$ cat config.mk
export PLATFORM = sky130hd
export DESIGN_NAME = vdm_misc_regs
export DESIGN_NICKNAME = d
export VERILOG_FILES = /design/src/pkg/vdm_pkg.sv /design/src/hw/vdm_reg8.sv /design/src/hw/vdm_apb_slave.sv /design/src/hw/vdm_misc_regs.sv
export SDC_FILE = /design/constraint.sdc
export NUM_CORES = 1
export LEC_CHECK = 0
export BUFFER_PORTS_ARGS = -buffer_cell sky130_fd_sc_hd__buf_2
export CAP_MARGIN = 20
export CORE_MARGIN = 3
export CORE_UTILIZATION = 35
export CTS_BUF_LIST = sky130_fd_sc_hd__clkbuf_4 sky130_fd_sc_hd__clkbuf_8
export CTS_CLUSTER_DIAMETER = 150
export DETAILED_ROUTE_END_ITERATION = 6
export GPL_ROUTABILITY_DRIVEN = 0
export PLACE_DENSITY = 0.65
export SLEW_MARGIN = 5
export SYNTH_ARGS = -nofsm -noshare
export SYNTH_HDL_FRONTEND = slang
export SYNTH_SLANG_ARGS = --single-unit
$ cat constraint.sdc
create_clock -name mclk -period 2.7 [get_ports mclk]
set_input_delay 0.135 -clock mclk [delete_from_list [all_inputs] [get_ports mclk]]
set_output_delay 0.135 -clock mclk [all_outputs]
set_load 0.02 [all_outputs]
$ cat src/pkg/vdm_pkg.sv
`default_nettype none
package vdm_pkg;

    // Printed register offsets are indices; byte address is four times the index
    localparam logic [7:0] VDM_IDX_LOOP   = 8'h2E;
    localparam logic [7:0] VDM_IDX_KILL   = 8'h2F;
    localparam logic [7:0] VDM_IDX_STAT   = 8'h30;
    localparam int         VDM_AW         = 8;
    localparam logic [7:0] VDM_ADDR_LOOP  = 8'hB8;
    localparam logic [7:0] VDM_ADDR_KILL  = 8'hBC;
    localparam logic [7:0] VDM_ADDR_STAT  = 8'hC0;

    // loop_speed_and_chroma_bw fields
    localparam int VDM_HLOOP_LSB  = 6;
    localparam int VDM_CGAIN_LSB  = 4;
    localparam int VDM_BURST_LSB  = 2;
    localparam int VDM_CBW_LSB    = 0;
    localparam logic [1:0] VDM_HLOOP_RST = 2'h2;
    localparam logic [1:0] VDM_CGAIN_RST = 2'h2;
    localparam logic [1:0] VDM_BURST_RST = 2'h1;
    localparam logic [1:0] VDM_CBW_RST   = 2'h1;
    localparam logic [7:0] VDM_LOOP_RST  = {VDM_HLOOP_RST, VDM_CGAIN_RST, VDM_BURST_RST, VDM_CBW_RST};

    // colour_killer_and_fill_control fields
    localparam int VDM_NTSC_KILL_BIT = 7;
    localparam int VDM_PAL_KILL_BIT  = 6;
    localparam int VDM_SECAM_KILL_BIT = 5;
    localparam int VDM_SPECIAL_BIT   = 4;
    localparam int VDM_FORCE_BIT     = 3;
    localparam int VDM_LOSS_BIT      = 2;
    localparam int VDM_FILL_SEL_BIT  = 1;
    localparam int VDM_BSTRETCH_BIT  = 0;
    localparam logic [7:0] VDM_KILL_RST = 8'hE0;

    // copy_protection_detect_status fields
    localparam int VDM_UNRELIABLE_BIT = 3;
    localparam int VDM_AGC_BIT        = 2;
    localparam int VDM_STRIPE_BIT     = 1;
    localparam int VDM_TYPE_BIT       = 0;
    localparam logic [3:0] VDM_STAT_RST = 4'h0;

    // Fill colours in YCbCr
    localparam logic [7:0] VDM_BLACK_Y  = 8'h10;
    localparam logic [7:0] VDM_BLACK_CB = 8'h80;
    localparam logic [7:0] VDM_BLACK_CR = 8'h80;
    localparam logic [7:0] VDM_BLUE_Y   = 8'h29;
    localparam logic [7:0] VDM_BLUE_CB  = 8'hF0;
    localparam logic [7:0] VDM_BLUE_CR  = 8'h6E;

    typedef enum logic [1:0] {
        VDM_HL_SLOW = 2'b00,
        VDM_HL_MID  = 2'b01,
        VDM_HL_AUTO = 2'b10,
        VDM_HL_FAST = 2'b11
    } vdm_hloop_t;

    typedef enum logic [1:0] {
        VDM_CG_OFF    = 2'b00,
        VDM_CG_SLOW   = 2'b01,
        VDM_CG_MEDIUM = 2'b10,
        VDM_CG_FAST   = 2'b11
    } vdm_cgain_t;

    typedef enum logic [1:0] {
        VDM_BL_SLOWEST = 2'b00,
        VDM_BL_SLOW    = 2'b01,
        VDM_BL_FAST    = 2'b10,
        VDM_BL_FASTEST = 2'b11
    } vdm_burst_t;

    typedef enum logic [1:0] {
        VDM_STD_NONE  = 2'b00,
        VDM_STD_NTSC  = 2'b01,
        VDM_STD_PAL   = 2'b10,
        VDM_STD_SECAM = 2'b11
    } vdm_std_t;

    typedef struct packed {
        logic [7:0] y;
        logic [7:0] cb;
        logic [7:0] cr;
    } vdm_pixel_t;

    typedef struct packed {
        vdm_hloop_t hloop_acquire_speed;
        vdm_cgain_t chroma_gain_time_const;
        logic       chroma_gain_on;
        vdm_burst_t burst_loop_speed;
        logic [1:0] chroma_lowpass_bw;
        logic       noise_killer_active;
        logic       special_output_sel;
        logic       blue_stretch_en;
        logic       fill_active;
    } vdm_ctrl_t;

    typedef struct packed {
        logic stripe_detect_unreliable;
        logic protect_agc_pulse_seen;
        logic stripe_burst_seen;
        logic stripe_protect_type;
    } vdm_detect_t;

endpackage
`default_nettype wire

$ cat src/hw/vdm_reg8.sv
`timescale 1ns/1ps
`default_nettype none
module vdm_reg8
    import vdm_pkg::*;
#(
    parameter logic [7:0] RESET_VALUE = 8'h00
)
(
    input  wire logic       mclk,
    input  wire logic       rst,
    input  wire logic       wr_en,
    input  wire logic [7:0] wdata,
    output logic      [7:0] q
);

    always_ff @(posedge mclk)
    begin
        if (rst)
            q <= RESET_VALUE;
        else if (wr_en)
            q <= wdata;
    end

endmodule
`default_nettype wire

$ cat src/hw/vdm_apb_slave.sv
`timescale 1ns/1ps
`default_nettype none
module vdm_apb_slave
    import vdm_pkg::*;
(
    input  wire logic              mclk,
    input  wire logic              rst,
    input  wire logic              psel,
    input  wire logic              penable,
    input  wire logic              pwrite,
    input  wire logic [VDM_AW-1:0] paddr,
    input  wire logic [7:0]        rd_byte,
    output logic                   pready,
    output logic                   pslverr,
    output logic      [31:0]       prdata,
    output logic                   wr_loop,
    output logic                   wr_kill,
    output logic                   rd_hit_loop,
    output logic                   rd_hit_kill,
    output logic                   rd_hit_stat
);

    logic mapped;
    logic access;

    assign rd_hit_loop = (paddr == VDM_ADDR_LOOP);
    assign rd_hit_kill = (paddr == VDM_ADDR_KILL);
    assign rd_hit_stat = (paddr == VDM_ADDR_STAT);
    assign mapped      = rd_hit_loop | rd_hit_kill | rd_hit_stat;
    assign access      = psel & penable;

    // Zero wait states; unmapped addresses answer with an error
    assign pready  = access;
    assign pslverr = access & ~mapped;
    assign wr_loop = access & pwrite & rd_hit_loop;
    assign wr_kill = access & pwrite & rd_hit_kill;

    // Read data captured in the setup cycle, held through the access phase
    always_ff @(posedge mclk)
    begin
        if (rst)
            prdata <= 32'h0000_0000;
        else if (psel & ~penable)
            prdata <= (~pwrite & mapped) ? {24'h00_0000, rd_byte} : 32'h0000_0000;
    end

endmodule
`default_nettype wire

$ cat src/hw/vdm_misc_regs.sv
`timescale 1ns/1ps
`default_nettype none
module vdm_misc_regs
    import vdm_pkg::*;
(
    input  wire logic              mclk,
    input  wire logic              rst,
    input  wire logic              psel,
    input  wire logic              penable,
    input  wire logic              pwrite,
    input  wire logic [VDM_AW-1:0] paddr,
    input  wire logic [31:0]       pwdata,
    input  wire logic [3:0]        pstrb,
    output logic                   pready,
    output logic                   pslverr,
    output logic      [31:0]       prdata,
    input  wire vdm_std_t          std_sel,
    input  wire logic              video_loss,
    input  wire logic              noisy_signal,
    input  wire vdm_detect_t       detect_in,
    input  wire logic              pix_valid_in,
    input  wire vdm_pixel_t        pix_in,
    output logic                   pix_valid_out,
    output vdm_pixel_t             pix_out,
    output vdm_ctrl_t              ctrl,
    output logic                   colour_kill
);

    logic [7:0]  loop_speed_and_chroma_bw;
    logic [7:0]  colour_killer_and_fill_control;
    logic [7:0]  copy_protection_detect_status;
    vdm_detect_t detect;
    logic [7:0]  rd_byte;
    logic        wr_loop_bus;
    logic        wr_kill_bus;
    logic        hit_loop;
    logic        hit_kill;
    logic        hit_stat;
    logic        wr_loop;
    logic        wr_kill;

    logic        ntsc_noise_killer_en;
    logic        pal_noise_killer_en;
    logic        secam_noise_killer_en;
    logic        special_output_sel;
    logic        force_fill_colour;
    logic        loss_fill_colour_en;
    logic        fill_colour_select;
    logic        blue_stretch_en;

    logic        killer_for_std;
    logic        next_fill_active;
    vdm_pixel_t  fill_pixel;
    vdm_ctrl_t   next_ctrl;

    vdm_apb_slave u_apb
    (
        .mclk        (mclk),
        .rst         (rst),
        .psel        (psel),
        .penable     (penable),
        .pwrite      (pwrite),
        .paddr       (paddr),
        .rd_byte     (rd_byte),
        .pready      (pready),
        .pslverr     (pslverr),
        .prdata      (prdata),
        .wr_loop     (wr_loop_bus),
        .wr_kill     (wr_kill_bus),
        .rd_hit_loop (hit_loop),
        .rd_hit_kill (hit_kill),
        .rd_hit_stat (hit_stat)
    );

    // Byte lane 0 carries the register; a write with lane 0 off changes nothing
    assign wr_loop = wr_loop_bus & pstrb[0];
    assign wr_kill = wr_kill_bus & pstrb[0];

    vdm_reg8 #(.RESET_VALUE(VDM_LOOP_RST)) u_loop_reg
    (
        .mclk  (mclk),
        .rst   (rst),
        .wr_en (wr_loop),
        .wdata (pwdata[7:0]),
        .q     (loop_speed_and_chroma_bw)
    );

    vdm_reg8 #(.RESET_VALUE(VDM_KILL_RST)) u_kill_reg
    (
        .mclk  (mclk),
        .rst   (rst),
        .wr_en (wr_kill),
        .wdata (pwdata[7:0]),
        .q     (colour_killer_and_fill_control)
    );

    assign ntsc_noise_killer_en  = colour_killer_and_fill_control[VDM_NTSC_KILL_BIT];
    assign pal_noise_killer_en   = colour_killer_and_fill_control[VDM_PAL_KILL_BIT];
    assign secam_noise_killer_en = colour_killer_and_fill_control[VDM_SECAM_KILL_BIT];
    assign special_output_sel    = colour_killer_and_fill_control[VDM_SPECIAL_BIT];
    assign force_fill_colour     = colour_killer_and_fill_control[VDM_FORCE_BIT];
    assign loss_fill_colour_en   = colour_killer_and_fill_control[VDM_LOSS_BIT];
    assign fill_colour_select    = colour_killer_and_fill_control[VDM_FILL_SEL_BIT];
    assign blue_stretch_en       = colour_killer_and_fill_control[VDM_BSTRETCH_BIT];

    // Detector levels are sampled once; the status follows them while present
    always_ff @(posedge mclk)
    begin
        if (rst)
        begin
            detect <= vdm_detect_t'(VDM_STAT_RST);
        end
        else
        begin
            detect.stripe_detect_unreliable <= detect_in.stripe_detect_unreliable;
            detect.protect_agc_pulse_seen   <= detect_in.protect_agc_pulse_seen;
            detect.stripe_burst_seen        <= detect_in.stripe_burst_seen;
            // Type is only tracked while a stripe burst is seen; otherwise last value holds
            if (detect_in.stripe_burst_seen)
                detect.stripe_protect_type <= detect_in.stripe_protect_type;
        end
    end

    // Status has no write path at all
    assign copy_protection_detect_status = {4'h0, detect};

    always_comb
    begin
        rd_byte = 8'h00;
        if (hit_loop)
            rd_byte = loop_speed_and_chroma_bw;
        else if (hit_kill)
            rd_byte = colour_killer_and_fill_control;
        else if (hit_stat)
            rd_byte = copy_protection_detect_status;
    end

    // Per-standard noise killer selection
    always_comb
    begin
        case (std_sel)
            VDM_STD_NTSC:  killer_for_std = ntsc_noise_killer_en;
            VDM_STD_PAL:   killer_for_std = pal_noise_killer_en;
            VDM_STD_SECAM: killer_for_std = secam_noise_killer_en;
            default:       killer_for_std = 1'h0;
        endcase
    end

    assign next_fill_active = force_fill_colour | (loss_fill_colour_en & video_loss);

    always_comb
    begin
        if (fill_colour_select)
        begin
            fill_pixel.y  = VDM_BLUE_Y;
            fill_pixel.cb = VDM_BLUE_CB;
            fill_pixel.cr = VDM_BLUE_CR;
        end
        else
        begin
            fill_pixel.y  = VDM_BLACK_Y;
            fill_pixel.cb = VDM_BLACK_CB;
            fill_pixel.cr = VDM_BLACK_CR;
        end
    end

    // Decoded settings for the video path
    always_comb
    begin
        next_ctrl.hloop_acquire_speed    = vdm_hloop_t'(loop_speed_and_chroma_bw[VDM_HLOOP_LSB +: 2]);
        next_ctrl.chroma_gain_time_const = vdm_cgain_t'(loop_speed_and_chroma_bw[VDM_CGAIN_LSB +: 2]);
        next_ctrl.chroma_gain_on         = (next_ctrl.chroma_gain_time_const != VDM_CG_OFF);
        next_ctrl.burst_loop_speed       = vdm_burst_t'(loop_speed_and_chroma_bw[VDM_BURST_LSB +: 2]);
        next_ctrl.chroma_lowpass_bw      = loop_speed_and_chroma_bw[VDM_CBW_LSB +: 2];
        next_ctrl.noise_killer_active    = killer_for_std;
        next_ctrl.special_output_sel     = special_output_sel;
        next_ctrl.blue_stretch_en        = blue_stretch_en;
        next_ctrl.fill_active            = next_fill_active;
    end

    always_ff @(posedge mclk)
    begin
        if (rst)
            ctrl <= vdm_ctrl_t'(0);
        else
            ctrl <= next_ctrl;
    end

    // Chroma is killed when the killer for this standard is on and the signal is noisy
    always_ff @(posedge mclk)
    begin
        if (rst)
            colour_kill <= 1'h0;
        else
            colour_kill <= killer_for_std & noisy_signal;
    end

    // Output pixel stage: fill replaces the incoming video
    always_ff @(posedge mclk)
    begin
        if (rst)
        begin
            pix_valid_out <= 1'h0;
            pix_out       <= vdm_pixel_t'(0);
        end
        else
        begin
            pix_valid_out <= pix_valid_in;
            if (pix_valid_in)
                pix_out <= next_fill_active ? fill_pixel : pix_in;
        end
    end

endmodule
`default_nettype wire

==> results of run 1 <==
-- through the flow --
stage                     setup WS (ps)  hold slack, ps
after floorplan                     992             254
after global placement              817             355
after detailed placement            806             368
after CTS                          1170            9.84
after global routing               1110            12.2
final                              1160            12.1
-- sequential cells by signal, indices dropped and copies added (netlist names) --
register / cells
copy_protection_detect_status: 4
pix_valid_out: 1
u_kill_reg.q: 8
ctrl: 13
u_apb.prdata: 8
pix_out: 24
colour_kill: 1
u_loop_reg.q: 8
-- power groups by stage --
stage	sequential (mW)	combinational (mW)	clock (mW)
after global placement	1.06	0.240	0
after CTS	1.03	0.243	0.766
after global routing	1.04	0.267	0.807
after floorplan	1.09	0.144	0
after detailed placement	1.06	0.242	0
final	1.03	0.242	0.747
-- cell type report --
cell class	instances	share of cell area, %
multi-input combinational	209	36.9
tap	102	3.64
sequential	67	38.3
inverter	7	0.749
clock inverter	6	1.18
timing repair buffer	106	15.3
clock buffer	10	3.93
-- layer usage --
| metal | part of all wire [%] | vias to the layer above | wire length, um | global-route usage [%] |
|---|---|---|---|---|
| li1 | - | 1196 | - | - |
| met1 | 44 | 1078 | 2990 | 18.8 |
| met2 | 48 | 77 | 3280 | 22.5 |
| met3 | 7.1 | 9 | 487 | 4.30 |
| met4 | 1.2 | 2 | 83 | 5.69 |
| met5 | 0.26 | - | 18 | 0 |
-- cell usage in the layout (no fill, tap or decap), types with 6 or more instances in the layout --
cell type / netlist / layout
sky130_fd_sc_hd__dfxtp_1: 67 / 67
sky130_fd_sc_hd__inv_1: 7 / 7
sky130_fd_sc_hd__buf_2: 0 / 103
sky130_fd_sc_hd__nand3b_1: 6 / 6
sky130_fd_sc_hd__nand2b_1: 23 / 23
sky130_fd_sc_hd__nand3_1: 10 / 10
sky130_fd_sc_hd__a311oi_1: 14 / 14
sky130_fd_sc_hd__nor2b_1: 17 / 17
sky130_fd_sc_hd__nor2_1: 28 / 28
sky130_fd_sc_hd__mux2i_1: 15 / 15
sky130_fd_sc_hd__a21oi_1: 21 / 20
sky130_fd_sc_hd__nand2_1: 18 / 18
sky130_fd_sc_hd__conb_1: 1 / 24
sky130_fd_sc_hd__clkbuf_8: 0 / 10
-- kinds of logic after synthesis --
kind of cell	count (synthesis)	synth area share, %
DFF	67	47.1
other	1	0.132
AOI/OAI and AO/OA	45	11.0
buffers and inverters	52	10.6
and+or+nand+nor	118	22.9
muxes	22	8.31
-- worst reg2reg max path, stage by stage, from the launching register on --
cell                       delay (ps)
sky130_fd_sc_hd__dfxtp_1          340
sky130_fd_sc_hd__a21oi_2          300
sky130_fd_sc_hd__buf_4            320
sky130_fd_sc_hd__nand2_1           80
sky130_fd_sc_hd__a311oi_1         270
-- worst max-delay path by stage --
stage                                              end  cells past startpoint      from
final                     u_kill_reg.q[0]$_SDFFE_PP0P_                      4  paddr[1]
after global routing      u_apb.prdata[1]$_SDFFE_PP0P_                      4    pwrite
after CTS                 u_kill_reg.q[0]$_SDFFE_PP0P_                      4  paddr[1]
after detailed placement  u_kill_reg.q[0]$_SDFFE_PP0P_                      4  paddr[1]
after floorplan           u_kill_reg.q[0]$_SDFFE_PP0P_                      5  paddr[1]
after global placement    u_kill_reg.q[0]$_SDFFE_PP0P_                      4  paddr[1]
==> results.toml, run 1 <==
[setup_path]
critical-path-slowest-cell = "sky130_fd_sc_hd__or4_4"
worst-setup-path-type = "primary input to flop"
critical_path.reg2reg.startpoint = "u_kill_reg.q[2]$_SDFFE_PP0P_"
critical-path-top-delay-family = "simple AND/OR/NAND/NOR gates"
start_kind = "primary input"
path_max_fanout = 8
required_ps = 2930
crit_path_max_incr_delay_ps = 670
cp_cell_sequence = "buf_2 -> or3b_1 -> or4_4 -> mux2_4"
reg2reg_depth = 4
worstReg2RegEnd = "pix_out[6]$_SDFFE_PP0P_"
crit_path_end_kind = "flop"
arrival_time_at_the_worst_endpoint_ps = 1770
worst-path-buf-inv = 1
r2r_setup_slack_ps = 1290

[synth]
synth.cells.most_frequent = "67 x sky130_fd_sc_hd__dfxtp_1, 28 x sky130_fd_sc_hd__nor2_1, 24 x sky130_fd_sc_hd__buf_4, 23 x sky130_fd_sc_hd__nand2b_1, 21 x sky130_fd_sc_hd__a21oi_1"
synth_top_area_share_pct = 47.1
synth.yosys.warnings = 0
yosys_register_bits = 67
synth_area_um2 = 2850
ys_async_sr_fraction_pct = 0
yosysSeqAreaShare_pct = 47.1
leading_post_synthesis_cells_by_cell_area = "sky130_fd_sc_hd__dfxtp_1 47%, sky130_fd_sc_hd__buf_4 6.3%, sky130_fd_sc_hd__mux2i_1 5.3%"
edff_count_synth = 0
yosys.cell_types.count = 33
synthMostInstantiatedCell = "sky130_fd_sc_hd__dfxtp_1"
dominantRegCellSynth = "sky130_fd_sc_hd__dfxtp_1"
netlist.top_cell.by_area = "sky130_fd_sc_hd__dfxtp_1"
synthesis.area_per_instance_um2 = 9.33
synthesis.instances = 305

[pwr]
vdd_ir_drop_max_uv = 233
design_power_total_mw = 2.02
cell_internal_pwr_mw = 1.46
power_switching_uw = 560
cellPowerDensity_nw_per_um2 = 577
power_frac_comb_pct = 12.0
p_leak_nw = 1.65
sequentialPowerShare_pct = 51.1
power_frac_clock_pct = 36.9
p_sw_share_pct = 27.7

[clock_network]
worstSkewPairLatency_ps = 340
number_of_clock_sinks = 67
postCtsResizedCells = 0
post_cts_hold_buffer_count = 0
clock_tree.htree_level_count = 3
tritoncts_clock_tree = "yes"
post_cts_buffers = 0
numCtsBuffers = 9
ctsRootBufferMaster = "sky130_fd_sc_hd__clkbuf_8"
register_clock_pin_slew_on_the_reported_worst_setup_and_hold_paths_ps = 80
cts_buffer_depth = 2

[timing]
fin_tns_setup_ps = 0
final-hold-violation-count = 0
fin_crit_sh_pct = 57.2
timing_max_transition_violations_final = 0
max_slew.worst_pin.slew_ps = 760
max_clock_freq_ghz = 0.647
timing.final.setup_violations = 0
fin_skew_ps = 8.25
relSlewSlack_pct = 48.7
grt_setup_unrepaired = "no"
timing.final.crit_period_ps = 1540

[worst_hold_path]
hold-path-endpoint = "copy_protection_detect_status[2]$_SDFF_PP0_"
timing.hold.worst.class = "primary input to flop"
worstHoldPathCells = 2
hp-start = "detect_in[2]"

[finish]
final-seq-area_um2 = 1340
antennaDiodeCount = 0
postLayoutCoreUtil_pct = 44.9
layout.filler_cells = 781
area_growth_pct = 23.2
area_of_the_multi_input_gates_um2 = 1290
post_layout_nonfiller_instances = 507
finish.instance_area_um2 = 3510
drive_gt1_share_pct = 33.1
fin_nets = 482

[floorplanning]
initial_utilization_pct = 36.4
die_y_um = 96.2
core_um2 = 7810
die-area_um2 = 9250
floorplan.io_pins = 155
die_x_um = 96.2
rows = 32

[global_route]
first_global_vias = 2156
grt_start_max_net_pins = 50
gr-total-overflow = 0
grt_usage_pct = 14.5
number_of_antenna_violations_at_the_first_check_in_global_routing = 1
grt_pass1_wl_um = 10400

[drt]
drt_pass1_iterations = 4
avgRoutedWirePerCell_um = 13.5
remaining_drc_errors = 0
drt_iter0_drc = 148
postRouteAntennaNets = 0
detail_route.wirelength_um = 6870
route.detailed.vias_per_inst = 4.66
vias = 2362

[placed_design]
place_hpwl_um = 4970
dpl.cell_count = 491
place_area_um2 = 3330
buffer_ports.inserted = 103

[run_status]
status = "complete, no violations"

[flow_run]
max_cap_viol_count = 0
(Power assumes the default switching activity.)
==> run 2, diff against run 1 <==
Settings changed: PLACE_DENSITY 0.65 to 0.68.
Clock period 2.7 ns to 1.3 ns, I/O delays scaled along.
==> results.toml, run 2 (synthesis gave the netlist of run 1 again) <==
[run_status]
status = "complete, no violations"

[floorplanning]
die-area_um2 = 9250
initial_utilization_pct = 36.4
floorplan.io_pins = 155
die_y_um = 96.2
core_um2 = 7810
rows = 32
die_x_um = 96.2

[timing]
hold-worst-slack_ps = 9.12
grt_setup_unrepaired = "no"
max_slew.worst_pin.slew_ps = 572
final-hold-violation-count = 0
fin_crit_sh_pct = 95.2
timing.final.crit_period_ps = 1240
timing.final.setup_violations = 0
final_critical_path_setup_slack_ps = 62.6
relSlewSlack_pct = 60.9
fin_skew_ps = 7.45
timing_max_transition_violations_final = 0
max_clock_freq_ghz = 0.808
fin_tns_setup_ps = 0

[global_route]
first_global_vias = 2362
grt_start_max_net_pins = 33
number_of_antenna_violations_at_the_first_check_in_global_routing = 0
grt_pass1_wl_um = 11400
grt_usage_pct = 16.0
gr-total-overflow = 0

[pwr]
p_leak_nw = 1.91
vdd_ir_drop_max_uv = 481
design_power_total_mw = 4.34
sequentialPowerShare_pct = 49.5
p_sw_share_pct = 25.5
power_switching_mw = 1.11
cellPowerDensity_nw_per_um2 = 1090
power_frac_clock_pct = 36.5
power_frac_comb_pct = 14.0
cell_internal_pwr_mw = 3.24

[drt]
drt_pass1_iterations = 5
drt_iter0_drc = 105
vias = 2593
route.detailed.vias_per_inst = 4.67
postRouteAntennaNets = 0
remaining_drc_errors = 0
avgRoutedWirePerCell_um = 13.6
detail_route.wirelength_um = 7560

[setup_path]
arrival_time_at_the_worst_endpoint_ps = 1450
critical_path.reg2reg.startpoint = "u_kill_reg.q[2]$_SDFFE_PP0P_"
start_kind = "flop"
required_ps = 1510
crit_path_end_kind = "flop"
crit_path_end = "u_apb.prdata[2]$_SDFFE_PP0P_"
r2r_setup_slack_ps = 60
worstReg2RegEnd = "u_apb.prdata[2]$_SDFFE_PP0P_"
reg2reg_depth = 3
worst_setup_path_startpoint = "u_kill_reg.q[2]$_SDFFE_PP0P_"
path_max_fanout = 2
worst-setup-path-type = "flop to flop"

[clock_network]
number_of_clock_sinks = 67
ctsRootBufferMaster = "sky130_fd_sc_hd__clkbuf_8"
numCtsBuffers = 9
register_clock_pin_slew_on_the_reported_worst_setup_and_hold_paths_ps = 70
clock_tree.htree_level_count = 3
tritoncts_clock_tree = "yes"
post_cts_buffers = 0
cts_buffer_depth = 2
worstSkewPairLatency_ps = 330

[finish]
post_layout_nonfiller_instances = 555
layout_top_registers = "pix_out (24), ctrl (13)"
final-seq-area_um2 = 1340
antennaDiodeCount = 0
postLayoutCoreUtil_pct = 51.1
largest_reg_flops = 24
drive_gt1_share_pct = 35.5
fin_nets = 530
layout.cells.most_common = "sky130_fd_sc_hd__buf_2"
layout.cells.most_common_list = "103 x sky130_fd_sc_hd__buf_2, 67 x sky130_fd_sc_hd__dfxtp_1, 28 x sky130_fd_sc_hd__nor2_1"
top_register = "pix_out"
layout.filler_cells = 727
area_growth_pct = 40.1
area_of_the_multi_input_gates_um2 = 1310
finish.instance_area_um2 = 3990

[placed_design]
dpl.cell_count = 517
place_hpwl_um = 5440
place_area_um2 = 3570
buffer_ports.inserted = 103
place_ws_ps = -331

[worst_hold_path]
timing.hold.worst.class = "primary input to flop"
hp-start = "pix_in[9]"

[flow_run]
max_cap_viol_count = 0
==> run 2: area by class of cell <==
cell class / count / area share [%]
Tap cell: 102 / 3.20
Inverter: 7 / 0.659
Sequential cell: 67 / 33.6
Multi-Input combinational cell: 209 / 32.7
Timing Repair Buffer: 154 / 25.2
Clock buffer: 14 / 4.36
Clock inverter: 2 / 0.251
==> run 2: worst min-delay path by stage <==
stage	endpoint	cells past startpoint
2_1_floorplan	colour_kill$_SDFF_PP0_	2
3_3_place_gp	copy_protection_detect_status[2]$_SDFF_PP0_	2
3_5_place_dp	copy_protection_detect_status[3]$_SDFF_PP0_	2
4_1_cts	pix_out[9]$_SDFFE_PP0P_	3
5_1_grt	pix_out[18]$_SDFFE_PP0P_	3
6_report	pix_out[9]$_SDFFE_PP0P_	3
==> run 2: routing by layer <==
layer | part of all wire (%) | track usage (%)
met1 | 43 | 20.1
met2 | 50 | 26.2
met3 | 5.6 | 3.91
met4 | 1.1 | 6.52
met5 | 0 | 0
==> run 2: repair_timing <==
action                                 4_1_cts  5_1_grt
resized for setup                            2        0
setup endpoints to repair                    6        5
endpoints found under the hold margin       21        1
cloned                                       0        0
pin swaps                                    0        1
hold buffers                                21        1
==> run 2: power by group through the flow <==
stage	Sequential, mW	Clock [mW]	Combinational (mW)
after detailed placement	2.20	0	0.552
after global placement	2.19	0	0.546
after CTS	2.15	1.63	0.605
final	2.15	1.58	0.610
after floorplan	2.27	0	0.298
after global routing	2.16	1.72	0.667
==> run 2: critical path: stages, from the launching register on <==
cell and delay, ps:
sky130_fd_sc_hd__dfxtp_1 330, sky130_fd_sc_hd__buf_4 140, sky130_fd_sc_hd__a2111oi_0 530, sky130_fd_sc_hd__o41ai_1 110
==> run 3, diff against run 2 <==
Settings changed: CORE_MARGIN 3 to default.
==> results.toml, run 3 (synthesis gave the netlist of run 1 again) <==
[pwr]
p_sw_share_pct = 25.4
vdd_ir_drop_max_uv = 398
p_leak_nw = 1.92
power_frac_comb_pct = 14.2
cell_internal_pwr_mw = 3.24
sequentialPowerShare_pct = 49.4
power_switching_mw = 1.10
cellPowerDensity_nw_per_um2 = 1080
power_frac_clock_pct = 36.4

[timing]
final-hold-violation-count = 0
timing_max_transition_violations_final = 0
fin_crit_sh_pct = 96.5
grt_setup_unrepaired = "no"
max_clock_freq_ghz = 0.797
timing.final.crit_period_ps = 1250
timing.final.setup_violations = 0
max_slew.worst_pin.slew_ps = 527
final_critical_path_setup_slack_ps = 45.9
hold-worst-slack_ps = 14.2
fin_skew_ps = 8.39
relSlewSlack_pct = 63.9

[floorplanning]
die_y_um = 92.2
floorplan.io_pins = 155
rows = 32
initial_utilization_pct = 36.4
core_um2 = 7810
die_x_um = 92.2
die-area_um2 = 8490

[clock_network]
post_cts_buffers = 0
clock_tree.htree_level_count = 3
number_of_clock_sinks = 67
numCtsBuffers = 9
worstSkewPairLatency_ps = 330
register_clock_pin_slew_on_the_reported_worst_setup_and_hold_paths_ps = 60
ctsRootBufferMaster = "sky130_fd_sc_hd__clkbuf_8"
tritoncts_clock_tree = "yes"
cts_buffer_depth = 2

[flow_run]
max_cap_viol_count = 0

[drt]
drt_iter0_drc = 86
vias = 2574
avgRoutedWirePerCell_um = 13.0
detail_route.wirelength_um = 7240
drt_pass1_iterations = 4
route.detailed.vias_per_inst = 4.61
remaining_drc_errors = 0
postRouteAntennaNets = 0

[finish]
layout.cells.most_common = "sky130_fd_sc_hd__buf_2"
area_growth_pct = 41.2
largest_reg_flops = 24
layout.cells.most_common_list = "103 x sky130_fd_sc_hd__buf_2, 67 x sky130_fd_sc_hd__dfxtp_1, 28 x sky130_fd_sc_hd__nor2_1"
top_register = "pix_out"
antennaDiodeCount = 0
drive_gt1_share_pct = 35.3
fin_nets = 533
layout_top_registers = "pix_out (24), ctrl (13)"
post_layout_nonfiller_instances = 558
layout.filler_cells = 712

[global_route]
first_global_vias = 2416
grt.met1_usage_pct = 22.0
grtUsageMet2_pct = 27.5
met3_track_demand_over_resource_pct = 4.56
grt_pass1_wl_um = 11400
grt_start_max_net_pins = 50
grt_usage_pct = 17.3
top_usage_layer = "met2"
gr-total-overflow = 0
number_of_antenna_violations_at_the_first_check_in_global_routing = 0

[placed_design]
dpl.cell_count = 517
place_hpwl_um = 5210
place_ws_ps = -355
buffer_ports.inserted = 103

[setup_path]
crit_path_end_kind = "flop"
worst-setup-path-type = "primary input to flop"
path_max_fanout = 7
arrival_time_at_the_worst_endpoint_ps = 1470
reg2reg_depth = 4
start_kind = "primary input"
required_ps = 1520

[worst_hold_path]
timing.hold.worst.class = "primary input to flop"
worstHoldPathCells = 3

[run_status]
status = "complete, no violations"
-- run 3: changes by cell type in the layout (fill, tap and decap cells not counted), sizes merged --
cell / previous run / this run
dlygate4sd3: 22 / 25
-- run 3: through the flow --
stage          power (mW)  instance area (um2)  utilization [%]  setup TNS (ps)
6_report             4.35                 4020             51.5               0
5_1_grt              4.55                 4020             51.5               0
4_1_cts              4.40                 4010             51.4               0
3_5_place_dp         2.75                 3570             45.8           -5600
3_3_place_gp         2.74                 3570             45.8           -4940
2_1_floorplan        2.57                 2940                -           -2630
-- run 3: timing repair --
action / in CTS / in global routing
endpoints found under the setup margin: 5 / 2
endpoints found under the hold margin: 24 / 0
hold buffers: 25 / 0
pin swaps: 1 / 0
gates resized for setup: 1 / 2
-- run 3: layout make-up --
type	count	area [um2]	share of cell area, %
well taps	102	128	3.18
repair buffers	157	1030	25.7
inverters	7	26.3	0.654
flip-flops and latches	67	1340	33.4
clock buffers	14	174	4.33
clock inverters	2	10.0	0.249
multi-input cells	209	1310	32.5
-- run 3: layer usage --
metal,part of all wire (%),vias up
li1,-,1302
met1,46,1177
met2,47,82
met3,4.9,13
met4,2.3,0
met5,0,-
-- run 3: worst paths after layout --
check | from | end | slack, ps
max | paddr[1] | u_kill_reg.q[7]$_SDFFE_PP1P_ | 50
min | pix_in[13] | pix_out[13]$_SDFFE_PP0P_ | 10
max reg2reg | u_kill_reg.q[2]$_SDFFE_PP0P_ | pix_out[3]$_SDFFE_PP0P_ | 70
min reg2reg | u_apb.prdata[6]$_SDFFE_PP0P_ | u_apb.prdata[6]$_SDFFE_PP0P_ | 450
-- run 3: power groups by stage --
| stage | clock [mW] | sequential [mW] | combinational [mW] |
|---|---|---|---|
| floorplan | 0 | 2.27 | 0.298 |
| global placement | 0 | 2.19 | 0.549 |
| detailed placement | 0 | 2.19 | 0.557 |
| CTS | 1.63 | 2.15 | 0.617 |
| global route | 1.72 | 2.16 | 0.670 |
| finish | 1.58 | 2.15 | 0.618 |
-- run 3: worst max-delay path, cell delays in order --
cell                      delay [ps]
sky130_fd_sc_hd__buf_2           100
sky130_fd_sc_hd__or3b_1          430
sky130_fd_sc_hd__or4_4           550
sky130_fd_sc_hd__buf_4           200
sky130_fd_sc_hd__mux2i_1         120
